$ cat src/gs_engine_regs.vh
// Register map, field positions and reset values of the grayscale engine
`ifndef GS_ENGINE_REGS_VH
`define GS_ENGINE_REGS_VH

// Byte offsets of the APB registers
`define REG_CTRL 12'h000
`define REG_STATUS 12'h004
`define REG_LIVE 12'h008
`define REG_GS_BASE 12'h040
`define REG_GS_SPAN 12'h040

// Control register fields
`define CTRL_BLANK 0
`define CTRL_SPREAD 1
`define CTRL_TMG_RST 2
`define CTRL_AUTO_RPT 3
`define CTRL_WIDTH 4
`define CTRL_RESET 4'h1

// Status register fields
`define STAT_CNT_LSB 0
`define STAT_DONE 16
`define STAT_RUN 17

// Counter and segment geometry
`define CNT_LAST 16'hFFFF
`define SEG_POS_BITS 9
`define SEG_IDX_BITS 7
`define GS_RESET 16'h0000
`define CHANNELS 16

`endif

$ cat src/grayscale_pwm_engine.v
// Grayscale PWM engine with APB register access and 16 sink outputs
//
// Local design decisions: the register addresses and the APB slave port.
`timescale 1ns/1ps
`default_nettype none
`include "gs_engine_regs.vh"

module grayscale_pwm_engine (
  input wire mclk,
  input wire rstn,
  input wire psel,
  input wire penable,
  input wire pwrite,
  input wire [11:0] paddr,
  input wire [31:0] pwdata,
  output reg [31:0] prdata,
  output reg pready,
  output reg pslverr,
  input wire gray_ref_clock,
  input wire latch_strobe,
  output reg [15:0] sink_output_channel
);

  // Reset release synchroniser
  reg rstn_meta_r;
  reg rstn_sync_r;

  // Pin synchronisers and edge detectors
  reg gclk_meta_r;
  reg gclk_sync_r;
  reg gclk_prev_r;
  reg lat_meta_r;
  reg lat_sync_r;
  reg lat_prev_r;
  wire gclk_rise;
  wire lat_rise;

  // Control bits
  reg blank_r;
  reg spread_r;
  reg tmg_rst_r;
  reg auto_rpt_r;

  // Grayscale latches: first written by software, second drives the outputs
  reg [15:0] gs_first_r [0:15];
  reg [15:0] gs_second_r [0:15];

  // Engine state
  reg [15:0] cnt_r;
  reg [15:0] cnt_nxt;
  reg done_r;
  reg done_nxt;
  reg [15:0] out_nxt;
  reg [15:0] restart_cnt_r;
  wire [15:0] slot_on;
  wire running;

  // APB decode
  wire apb_setup;
  wire apb_write;
  wire hit_ctrl;
  wire hit_status;
  wire hit_live;
  wire hit_gs;
  wire hit_any;
  wire [3:0] gs_idx;
  reg [31:0] rd_mux;

  // Asynchronous assert, synchronous release of the internal reset
  always @(posedge mclk or negedge rstn) begin
    if (!rstn) begin
      rstn_meta_r <= 1'b0;
      rstn_sync_r <= 1'b0;
    end else begin
      rstn_meta_r <= 1'b1;
      rstn_sync_r <= rstn_meta_r;
    end
  end

  // Two synchroniser flops and one delay flop on each pin, edge found on the second stage only
  always @(posedge mclk or negedge rstn_sync_r) begin
    if (!rstn_sync_r) begin
      gclk_meta_r <= 1'b0;
      gclk_sync_r <= 1'b0;
      gclk_prev_r <= 1'b0;
      lat_meta_r <= 1'b0;
      lat_sync_r <= 1'b0;
      lat_prev_r <= 1'b0;
    end else begin
      gclk_meta_r <= gray_ref_clock;
      gclk_sync_r <= gclk_meta_r;
      gclk_prev_r <= gclk_sync_r;
      lat_meta_r <= latch_strobe;
      lat_sync_r <= lat_meta_r;
      lat_prev_r <= lat_sync_r;
    end
  end

  assign gclk_rise = gclk_sync_r & ~gclk_prev_r;
  assign lat_rise = lat_sync_r & ~lat_prev_r;

  // Address decode of the register window
  assign apb_setup = psel & ~penable;
  assign apb_write = psel & penable & pready & pwrite;
  assign hit_ctrl = (paddr == `REG_CTRL);
  assign hit_status = (paddr == `REG_STATUS);
  assign hit_live = (paddr == `REG_LIVE);
  assign hit_gs = (paddr >= `REG_GS_BASE) && (paddr < (`REG_GS_BASE + `REG_GS_SPAN)) && (paddr[1:0] == 2'b00);
  assign hit_any = hit_ctrl | hit_status | hit_live | hit_gs;
  assign gs_idx = paddr[5:2];
  assign running = ~blank_r & ~done_r;

  // Read data selection, unmapped reads return zero
  always @* begin
    rd_mux = 32'h00000000;
    if (hit_ctrl) begin
      rd_mux[`CTRL_BLANK] = blank_r;
      rd_mux[`CTRL_SPREAD] = spread_r;
      rd_mux[`CTRL_TMG_RST] = tmg_rst_r;
      rd_mux[`CTRL_AUTO_RPT] = auto_rpt_r;
    end else if (hit_status) begin
      rd_mux[15:0] = cnt_r;
      rd_mux[`STAT_DONE] = done_r;
      rd_mux[`STAT_RUN] = running;
    end else if (hit_live) begin
      rd_mux[15:0] = sink_output_channel;
      rd_mux[31:16] = restart_cnt_r;
    end else if (hit_gs) begin
      rd_mux[15:0] = gs_first_r[gs_idx];
    end
  end

  // Answer one cycle after setup: zero wait states, error on unmapped address
  always @(posedge mclk or negedge rstn_sync_r) begin
    if (!rstn_sync_r) begin
      pready <= 1'b0;
      pslverr <= 1'b0;
      prdata <= 32'h00000000;
    end else if (apb_setup) begin
      pready <= 1'b1;
      pslverr <= ~hit_any;
      prdata <= pwrite ? 32'h00000000 : rd_mux;
    end else begin
      pready <= 1'b0;
      pslverr <= 1'b0;
      prdata <= 32'h00000000;
    end
  end

  // Control register; blank comes up set
  always @(posedge mclk or negedge rstn_sync_r) begin
    if (!rstn_sync_r) begin
      blank_r <= 1'b1;
      spread_r <= 1'b0;
      tmg_rst_r <= 1'b0;
      auto_rpt_r <= 1'b0;
    end else if (apb_write && hit_ctrl) begin
      blank_r <= pwdata[`CTRL_BLANK];
      spread_r <= pwdata[`CTRL_SPREAD];
      tmg_rst_r <= pwdata[`CTRL_TMG_RST];
      auto_rpt_r <= pwdata[`CTRL_AUTO_RPT];
    end
  end

  // Per channel: software writes first latch, strobe copies it to the second
  genvar ch;
  generate
    for (ch = 0; ch < `CHANNELS; ch = ch + 1) begin : g_chan
      always @(posedge mclk or negedge rstn_sync_r) begin
        if (!rstn_sync_r) begin
          gs_first_r[ch] <= `GS_RESET;
          gs_second_r[ch] <= `GS_RESET;
        end else begin
          if (apb_write && hit_gs && (gs_idx == ch)) begin
            gs_first_r[ch] <= pwdata[15:0];
          end
          if (lat_rise) begin
            gs_second_r[ch] <= gs_first_r[ch];
          end
        end
      end

      gs_slot_compare u_cmp (
        .grayscale_value(gs_second_r[ch]),
        .slot(cnt_r),
        .spectrum_mode_select(spread_r),
        .slot_on(slot_on[ch])
      );
    end
  endgenerate

  // Counter, end-of-period and output next state; blank beats the rest
  always @* begin
    cnt_nxt = cnt_r;
    done_nxt = done_r;
    out_nxt = sink_output_channel;
    if (blank_r) begin
      cnt_nxt = 16'h0000;
      done_nxt = 1'b0;
      out_nxt = 16'h0000;
    end else if (lat_rise && tmg_rst_r) begin
      cnt_nxt = 16'h0000;
      done_nxt = 1'b0;
      out_nxt = 16'h0000;
    end else if (gclk_rise && !done_r) begin
      if (cnt_r == `CNT_LAST) begin
        cnt_nxt = 16'h0000;
        out_nxt = 16'h0000;
        done_nxt = ~auto_rpt_r;
      end else begin
        cnt_nxt = cnt_r + 16'h0001;
        out_nxt = slot_on;
      end
    end
  end

  // Engine registers; outputs come straight from flops
  always @(posedge mclk or negedge rstn_sync_r) begin
    if (!rstn_sync_r) begin
      cnt_r <= 16'h0000;
      done_r <= 1'b0;
      sink_output_channel <= 16'h0000;
    end else begin
      cnt_r <= cnt_nxt;
      done_r <= done_nxt;
      sink_output_channel <= out_nxt;
    end
  end

  // Count of internal restarts, timing reset and auto-repeat alike
  always @(posedge mclk or negedge rstn_sync_r) begin
    if (!rstn_sync_r) begin
      restart_cnt_r <= 16'h0000;
    end else if (!blank_r) begin
      if ((lat_rise && tmg_rst_r) || (gclk_rise && !done_r && (cnt_r == `CNT_LAST) && auto_rpt_r)) begin
        restart_cnt_r <= restart_cnt_r + 16'h0001;
      end
    end
  end

endmodule // grayscale_pwm_engine
`default_nettype wire

$ cat src/gs_slot_compare.v
// Per-channel on/off decision for one reference clock slot of the period
`timescale 1ns/1ps
`default_nettype none
`include "gs_engine_regs.vh"

module gs_slot_compare (
  input wire [15:0] grayscale_value,
  input wire [15:0] slot,
  input wire spectrum_mode_select,
  output wire slot_on
);

  wire [6:0] seg_idx;
  wire [8:0] seg_pos;
  wire [6:0] seg_rank;
  wire [8:0] base_clocks;
  wire [6:0] extra_ranks;
  wire [9:0] seg_clocks;
  wire single_on;
  wire spread_on;

  // Slot splits into segment number and position inside the segment
  assign seg_idx = slot[15:9];
  assign seg_pos = slot[8:0];

  // Bit reversal of the segment number gives its rank in the scrambled order
  genvar b;
  generate
    for (b = 0; b < 7; b = b + 1) begin : g_rev
      assign seg_rank[b] = seg_idx[6 - b];
    end
  endgenerate

  // Every segment gets value/128 clocks, low ranks get one clock more
  assign base_clocks = grayscale_value[15:7];
  assign extra_ranks = grayscale_value[6:0];
  assign seg_clocks = {1'b0, base_clocks} + {9'h000, (seg_rank < extra_ranks)};

  // Single pulse: on while slot index below value, so on-time is value clocks
  assign single_on = (slot < grayscale_value);
  assign spread_on = ({1'b0, seg_pos} < seg_clocks);

  // Mode bit chooses the drive scheme
  assign slot_on = spectrum_mode_select ? spread_on : single_on;

endmodule // gs_slot_compare
`default_nettype wire

$ cat config.mk
export PLATFORM = sky130hd
export DESIGN_NAME = grayscale_pwm_engine
export DESIGN_NICKNAME = d
export VERILOG_FILES = /design/src/grayscale_pwm_engine.v /design/src/gs_slot_compare.v
export VERILOG_INCLUDE_DIRS = /design/src
export SDC_FILE = /design/constraint.sdc
export NUM_CORES = 1
export LEC_CHECK = 0
export ABC_AREA = 1
export BUFFER_PORTS_ARGS = -buffer_cell sky130_fd_sc_hd__buf_2
export CORE_ASPECT_RATIO = 0.5
export CORE_UTILIZATION = 50
export DETAILED_ROUTE_END_ITERATION = 8
export GPL_TIMING_DRIVEN = 1
export MAX_ROUTING_LAYER = met4
export PLACE_DENSITY = 0.66
export SLEW_MARGIN = 20
export SYNTH_ARGS = -nofsm -noshare
export SYNTH_HDL_FRONTEND = slang
export SYNTH_HIERARCHICAL = 1
export SYNTH_SLANG_ARGS = --single-unit
$ cat constraint.sdc
create_clock -name mclk -period 29 [get_ports mclk]
set_clock_uncertainty 0.2 [all_clocks]
set_input_delay 5.8 -clock mclk [delete_from_list [all_inputs] [get_ports mclk]]
set_output_delay 5.8 -clock mclk [all_outputs]
set_load 0.01 [all_outputs]
# ---- After elaboration in Yosys (flattened, before gate mapping)
# Cells that the tools add are included.
dict set report totals {
  mem_bits_ro 0
  latch_bits 0
  reg_bits 607
  n_memories 0
  mem_bits_rw 0
}
dict set report op_classes {
  div_mod_pow 0
  n_lt_le_gt_ge 51
  n_mul 0
  bitwise_logic 18
  eq_ne 18
  n_mux 42
  addsub 18
  shifts 0
  reduce_logical 33
}
# op n
set ops {}
lappend ops {{$lt 16x16->1} 16}
lappend ops {{$mux 16} 13}
lappend ops {{$add 9x1->10} 16}
lappend ops {{$lt 9x10->1} 16}
lappend ops {{$lt 7x7->1} 16}
lappend ops {{$bmux 16 s4} 1}
lappend ops {{$mux 32} 2}
lappend ops {{$add 16x1->16 const B} 2}
lappend ops {{$eq 4x4->1 const B} 8}
lappend ops {{$mux 28} 1}
lappend ops {{$logic_and 1x1->1} 24}
lappend ops {{$mux 1} 22}
lappend ops {{$mux 18} 1}
lappend ops {{$eq 16x16->1 const B} 1}
lappend ops {{$eq 4x3->1 const B} 4}
lappend ops {{$mux 14} 1}
lappend ops {{$eq 12x3->1 const B} 1}
lappend ops {{$eq 12x4->1 const B} 1}
lappend ops {{$ge 12x7->1 const B} 1}
lappend ops {{$logic_not 12->1} 1}
lappend ops {{$lt 12x8->1 const B} 1}
lappend ops {{$eq 4x2->1 const B} 2}
lappend ops {{$and 1x1->1} 7}
lappend ops {{$not 1->1} 7}
lappend ops {{11 further kinds} 15}

# ---- Depth between registers and ports, before layout
dict set report logic_depth {
  word_depth 10
  ltp_mapped 20
  ltp_nobuf 20
}

# ---- Modules after synthesis
# Netlist, hierarchy kept.
# mod area_each_um2 instances cells_each seq_area_each_um2
set by_module_without_submodules {}
lappend by_module_without_submodules {grayscale_pwm_engine 26038.7 1 3149 15190.8}
lappend by_module_without_submodules {gs_slot_compare 885.8 16 139 0.0}

# ---- Worst setup path before layout
# No wires, ideal clock.
dict set report synth_timing {
  kind {in2reg}
  startpoint {input port paddr[1]}
  endpoint {register gs_first_r[75] in the netlist's numbering}
  setup_ns 0.126
  t_arrival_ns 6.991
  setup_slack_ns 21.683
  required_ns 28.674
  n_path_buf 2
  stages 8
  cell_sequence {nor2_1 nand3_1 nor3_2 buf_4 nand3_4 nor2_4 buf_2 o21ai_0}
}
dict set report synth_between {
  elab_chain_len 5
  word_cells_on_any_way 7
}
# element line_no
set synth_rtl {}
lappend synth_rtl {{from (decl)} grayscale_pwm_engine.v:14} ;# input wire [11:0] paddr,
lappend synth_rtl {{$ge 12x7->1 (no source line) or $lt 12x8->1 (tied branches)} -}
lappend synth_rtl {{$logic_and 1x1->1} grayscale_pwm_engine.v:108} ;# assign hit_gs = (paddr >= `REG_GS_BASE) && (paddr < (`REG_GS_BASE + `REG_GS_SPAN)) && (paddr[1:0] == 2'b00);
lappend synth_rtl {{$logic_and 1x1->1 (*)} grayscale_pwm_engine.v:108}
lappend synth_rtl {{$logic_and 1x1->1 (*) (2 in a row)} grayscale_pwm_engine.v:174} ;# if (apb_write && hit_gs && (gs_idx == ch)) begin
lappend synth_rtl {{to (signal, indexed assignment)} grayscale_pwm_engine.v:171} ;# gs_first_r[ch] <= `GS_RESET;
lappend synth_rtl {{to (signal, indexed assignment)} grayscale_pwm_engine.v:175} ;# gs_first_r[ch] <= pwdata[15:0];
lappend synth_rtl {{to (decl)} grayscale_pwm_engine.v:45} ;# reg [15:0] gs_first_r [0:15];
# Mark *: on every way between the ends. The rest lies on a longest branch, timed or not.
# A chain may end at the register's enable or synchronous reset.

# ---- Worst setup path after layout
dict set report layout_timing {
  startpoint {input port paddr[2]}
  endpoint {register prdata[1]}
}
dict set report layout_between {
  elab_chain_len 10
  word_cells_on_any_way 17
}
# element line_no
set layout_rtl {}
lappend layout_rtl {{parallel branches: the longest is 7 deep, another holds $ge 12x7->1} -}
lappend layout_rtl {{$mux 4 (*)} grayscale_pwm_engine.v:116} ;# if (hit_ctrl) begin
lappend layout_rtl {{$mux 32 (*)} grayscale_pwm_engine.v:142} ;# prdata <= pwrite ? 32'h00000000 : rd_mux;
lappend layout_rtl {{$mux 32 (*)} grayscale_pwm_engine.v:139} ;# end else if (apb_setup) begin
lappend layout_rtl {{to (signal assigned)} grayscale_pwm_engine.v:142}
lappend layout_rtl {{to (decl)} grayscale_pwm_engine.v:16} ;# output reg [31:0] prdata,
# Mark *: on every way between the ends. The select of a mux whose other input is x is not followed.

==> impl_metrics.yaml <==
run_status:
  status: "finished, final reports clean"
yosys:
  number_of_enable_type_register_cells_in_the_synthesized_netlist: 0
  proportion_of_synthesized_flip_flops_having_asynchronous_set_or_reset: 1.000
  synth_top_area_share: 0.3771
  synth_top_cells_by_area: "dfrtp_1 38%, ha_1 15%, nand2_1 15%"
  synthesis.yosys.warnings: 6
  yosysUniqueCellTypes: 39
  synth.cell_area_um2: 40210
  yosys_register_bits: 607
  net_count_after_synthesis: 5922
  sequential_cell_area_fraction_in_the_yosys_report: 0.3778
  postSynthAreaPerCell_um2: 7.484
  synth_top_flop_cell: "dfrtp_1"
  postSynthCellCount: 5373
  yosys.area.top_type: "dfrtp_1"
cts:
  clk_transition_reported_paths_ns: 0.06
  cts.sinks: 607
  post_cts_resized: 0
  cts_root_buf: "clkbuf_16"
  clock_tree.buffer_depth: 3
  clk_latency_ns: 0.65
  cts_setup_buffers: 0
  h_tree_depth: 2
  cts-buffers-inserted: 58
  cts_tree: "yes"
  postCtsHoldBufs: 0
grt:
  grt_max_degree: 192
  grt_first_pass_wirelength_mm: 199.4
  number_of_global_route_vias_before_repair: 33750
  grt_antenna_before_repair: 3
  globalRouteOverflowTotal: 0
  grt_usage: 0.3314
sta:
  finalCritPeriodShare: 0.3026
  timing.max_slew.rel_slack: 0.3029
  period_minus_slack_ns: 8.775
  final.hold.worst_slack_ns: 0.1480
  achievable-frequency_ghz: 0.1140
  setup_viol: 0
  hold_viol_final: 0
  timing.final.max_slew_violations: 0
  rsz0062_at_grt: "false"
  tightest_slew_ns: 1.046
  setup_tns_ns: 0
worst_hold_path:
  hold-path-endpoint: "gclk_sync_r"
  min_path_cells: 0
  holdCritStartpoint: "gclk_meta_r"
  min-delay-path-class: "flop to flop"
placed_design:
  detailed_placement_wirelength_estimate_mm: 87.62
  placed_cells: 6400
  routabilityCongestion: 0.9559
  placement.io_buffers: 84
layout:
  areaGrowthSynthToFinish_pct: 8.087
  nNetsFinal: 5922
  layout.cells.non_filler: 6506
  fillCellCount: 7507
  area.sequential_um2: 15220
  multi_input_comb_area_um2: 21510
  drive_gt1_frac: 0.07127
route:
  first_iter_violations: 3497
  vias_per_cell: 5.494
  wl_per_cell_um: 20.17
  route.vias.total: 35750
  drc: 0
  drt_pre_antenna_iters: 6
  drt.antenna.violating_nets: 0
  finalWirelength_mm: 131.2
die:
  die_h_um: 202.5
  rows: 73
  die_area_um2: 81630
  core_region_area_um2: 79560
  floorplan.initialDensity: 0.5055
  ioPinCount: 101
  die_w_um: 403.1
worst_setup_path:
  ordered_list_of_cells_on_the_worst_path: "buf_4, inv_2, buf_4, nand2_2, nor3_2, nor2_1, inv_1, nand2_1, o21ai_0, nor2_1"
  critPathLaunchType: "input pin"
  setup.worst_path.end_class: "flop"
  worst-r2r-setup-slack_ns: 23.94
  crit-reg2reg-launch: "rstn_sync_r"
  worst_r2r_endpoint: "cnt_r[5]"
  critical_path_peak_fanout: 62
  r2r.worst_path.cells: 5
  required_ns: 29.33
  critical_path_s_top_delay_family: "simple AND/OR/NAND/NOR gates"
  worst_ep_arrival_time_ns: 9.10
  cpPeakStageDelay_ns: 0.78
  worst-path-buf-inv: 4
  critical-path-slowest-cell: "buf_4"
  crit_type: "input pin to flop"
power_and_ir_drop:
  p_per_area_nw_per_um2: 45.90
  leakagePower_nw: 24.09
  vdd_drop_max_mv: 0.04903
flow_run:
  cap_violations: 0
-- worst reg2reg max path, stage by stage, from the launching register on --
cell and delay [ns]:
dfrtp_4 0.86, buf_4 0.79, buf_4 0.75, buf_4 0.81, buf_4 0.82, buf_4 0.77
-- cell families (layout without fill, tap and decap cells) --
| family | count (synthesis) | after routing | share of synthesized area |
|---|---|---|---|
| AO/OA/AOI/OAI | 939 | 939 | 0.1215 |
| XOR/XNOR | 114 | 114 | 0.02483 |
| adder cells (fa/ha/maj) | 498 | 498 | 0.1550 |
| buffers and inverters | 918 | 961 | 0.08827 |
| flip-flops | 607 | 607 | 0.3778 |
| multiplexers | 1 | 1 | 0.0002489 |
| other | 1 | 4 | 0.00009326 |
| AND/OR/NAND/NOR | 2295 | 2295 | 0.2323 |
-- cell type report --
cell class	instances	share of cell area
flip-flops and latches	607	0.3501
repair buffers	130	0.01768
inverters	728	0.06304
clock inverters	21	0.004865
clock buffers	82	0.03803
diodes	3	0.0001727
multi-input cells	3848	0.4948
well taps	1087	0.03129
-- where the power goes --
part | total [mW] | switching, mW | internal (mW) | leakage, nW
Clock | 0.778 | 0.354 | 0.424 | 0.910
Combinational | 0.287 | 0.190 | 0.0966 | 16.8
Sequential | 0.930 | 0.0417 | 0.889 | 6.38
Total | 2.00 | 0.586 | 1.41 | 24.1
-- flip-flops by register name (all words and copies together) (netlist names), 16 cells and up --
signal               count
gs_second_r            256
prdata                  32
gs_first_r             256
sink_output_channel     16
cnt_r                   16
restart_cnt_r           16
-- synth_stat cells, types with 2 or more instances --
master	n
inv_1	705
dfrtp_1	606
buf_2	50
nor2_4	9
xnor2_1	18
o21ai_1	36
nand3_4	2
nor2_2	40
nor2_1	377
a21oi_1	191
o21ai_0	630
clkbuf_1	114
nor3_1	25
o22ai_1	15
xor2_1	96
nand2_1	1622
ha_1	498
nand4_1	25
o211ai_1	16
a21boi_0	16
inv_2	22
nand2_2	51
nand3_1	105
a21o_1	16
nor4_1	17
nor3_2	19
buf_4	9
buf_1	16
o21bai_1	17
-- metal layers --
layer,routed length (um),GRT usage,vias up
met5,0,-,-
li1,-,-,17100
met2,55580,0.4850,1328
met4,5584,0.1271,0
met3,11250,0.05278,269
met1,58830,0.4612,17050
-- layout by cell type (no fill, tap or decap), types with 4 or more instances in the layout --
cell and count:
a21boi_0 16, a21o_1 16, a21oi_1 191, buf_2 83, buf_4 47, clkbuf_1 14
clkbuf_16 59, clkbuf_8 9, clkinv_2 9, clkinvlp_4 4, dfrtp_1 589, dfrtp_2 15
ha_1 498, inv_1 705, inv_2 21, nand2_1 1622, nand2_2 51, nand3_1 105
nand4_1 25, nor2_1 373, nor2_2 39, nor2_4 14, nor3_1 25, nor3_2 19
nor4_1 17, o211ai_1 16, o21ai_0 630, o21ai_1 36, o21bai_1 17, o22ai_1 15
xnor2_1 18, xor2_1 96
-- worst max-delay path by stage --
| stage | depth (start not counted) | end | start |
|---|---|---|---|
| floorplan | 0 | auto_rpt_r | rstn_sync_r |
| global placement | 10 | prdata[1] | paddr[2] |
| detailed placement | 10 | prdata[1] | paddr[2] |
| CTS | 6 | gs_first_r[170] | paddr[2] |
| global route | 6 | gs_first_r[110] | paddr[2] |
| finish | 10 | prdata[1] | paddr[2] |
-- through the flow --
step	utilization	power [mW]	cell area, um^2	setup slack [ns]
after floorplan	-	1.149	40210	10.63
after global placement	0.5225	1.214	41570	19.70
after detailed placement	0.5226	1.228	41570	19.68
after CTS	0.5460	2.000	43440	20.35
after global routing	0.5463	2.086	43460	20.09
final	0.5463	1.995	43460	20.22
(Power assumes the default switching activity.)
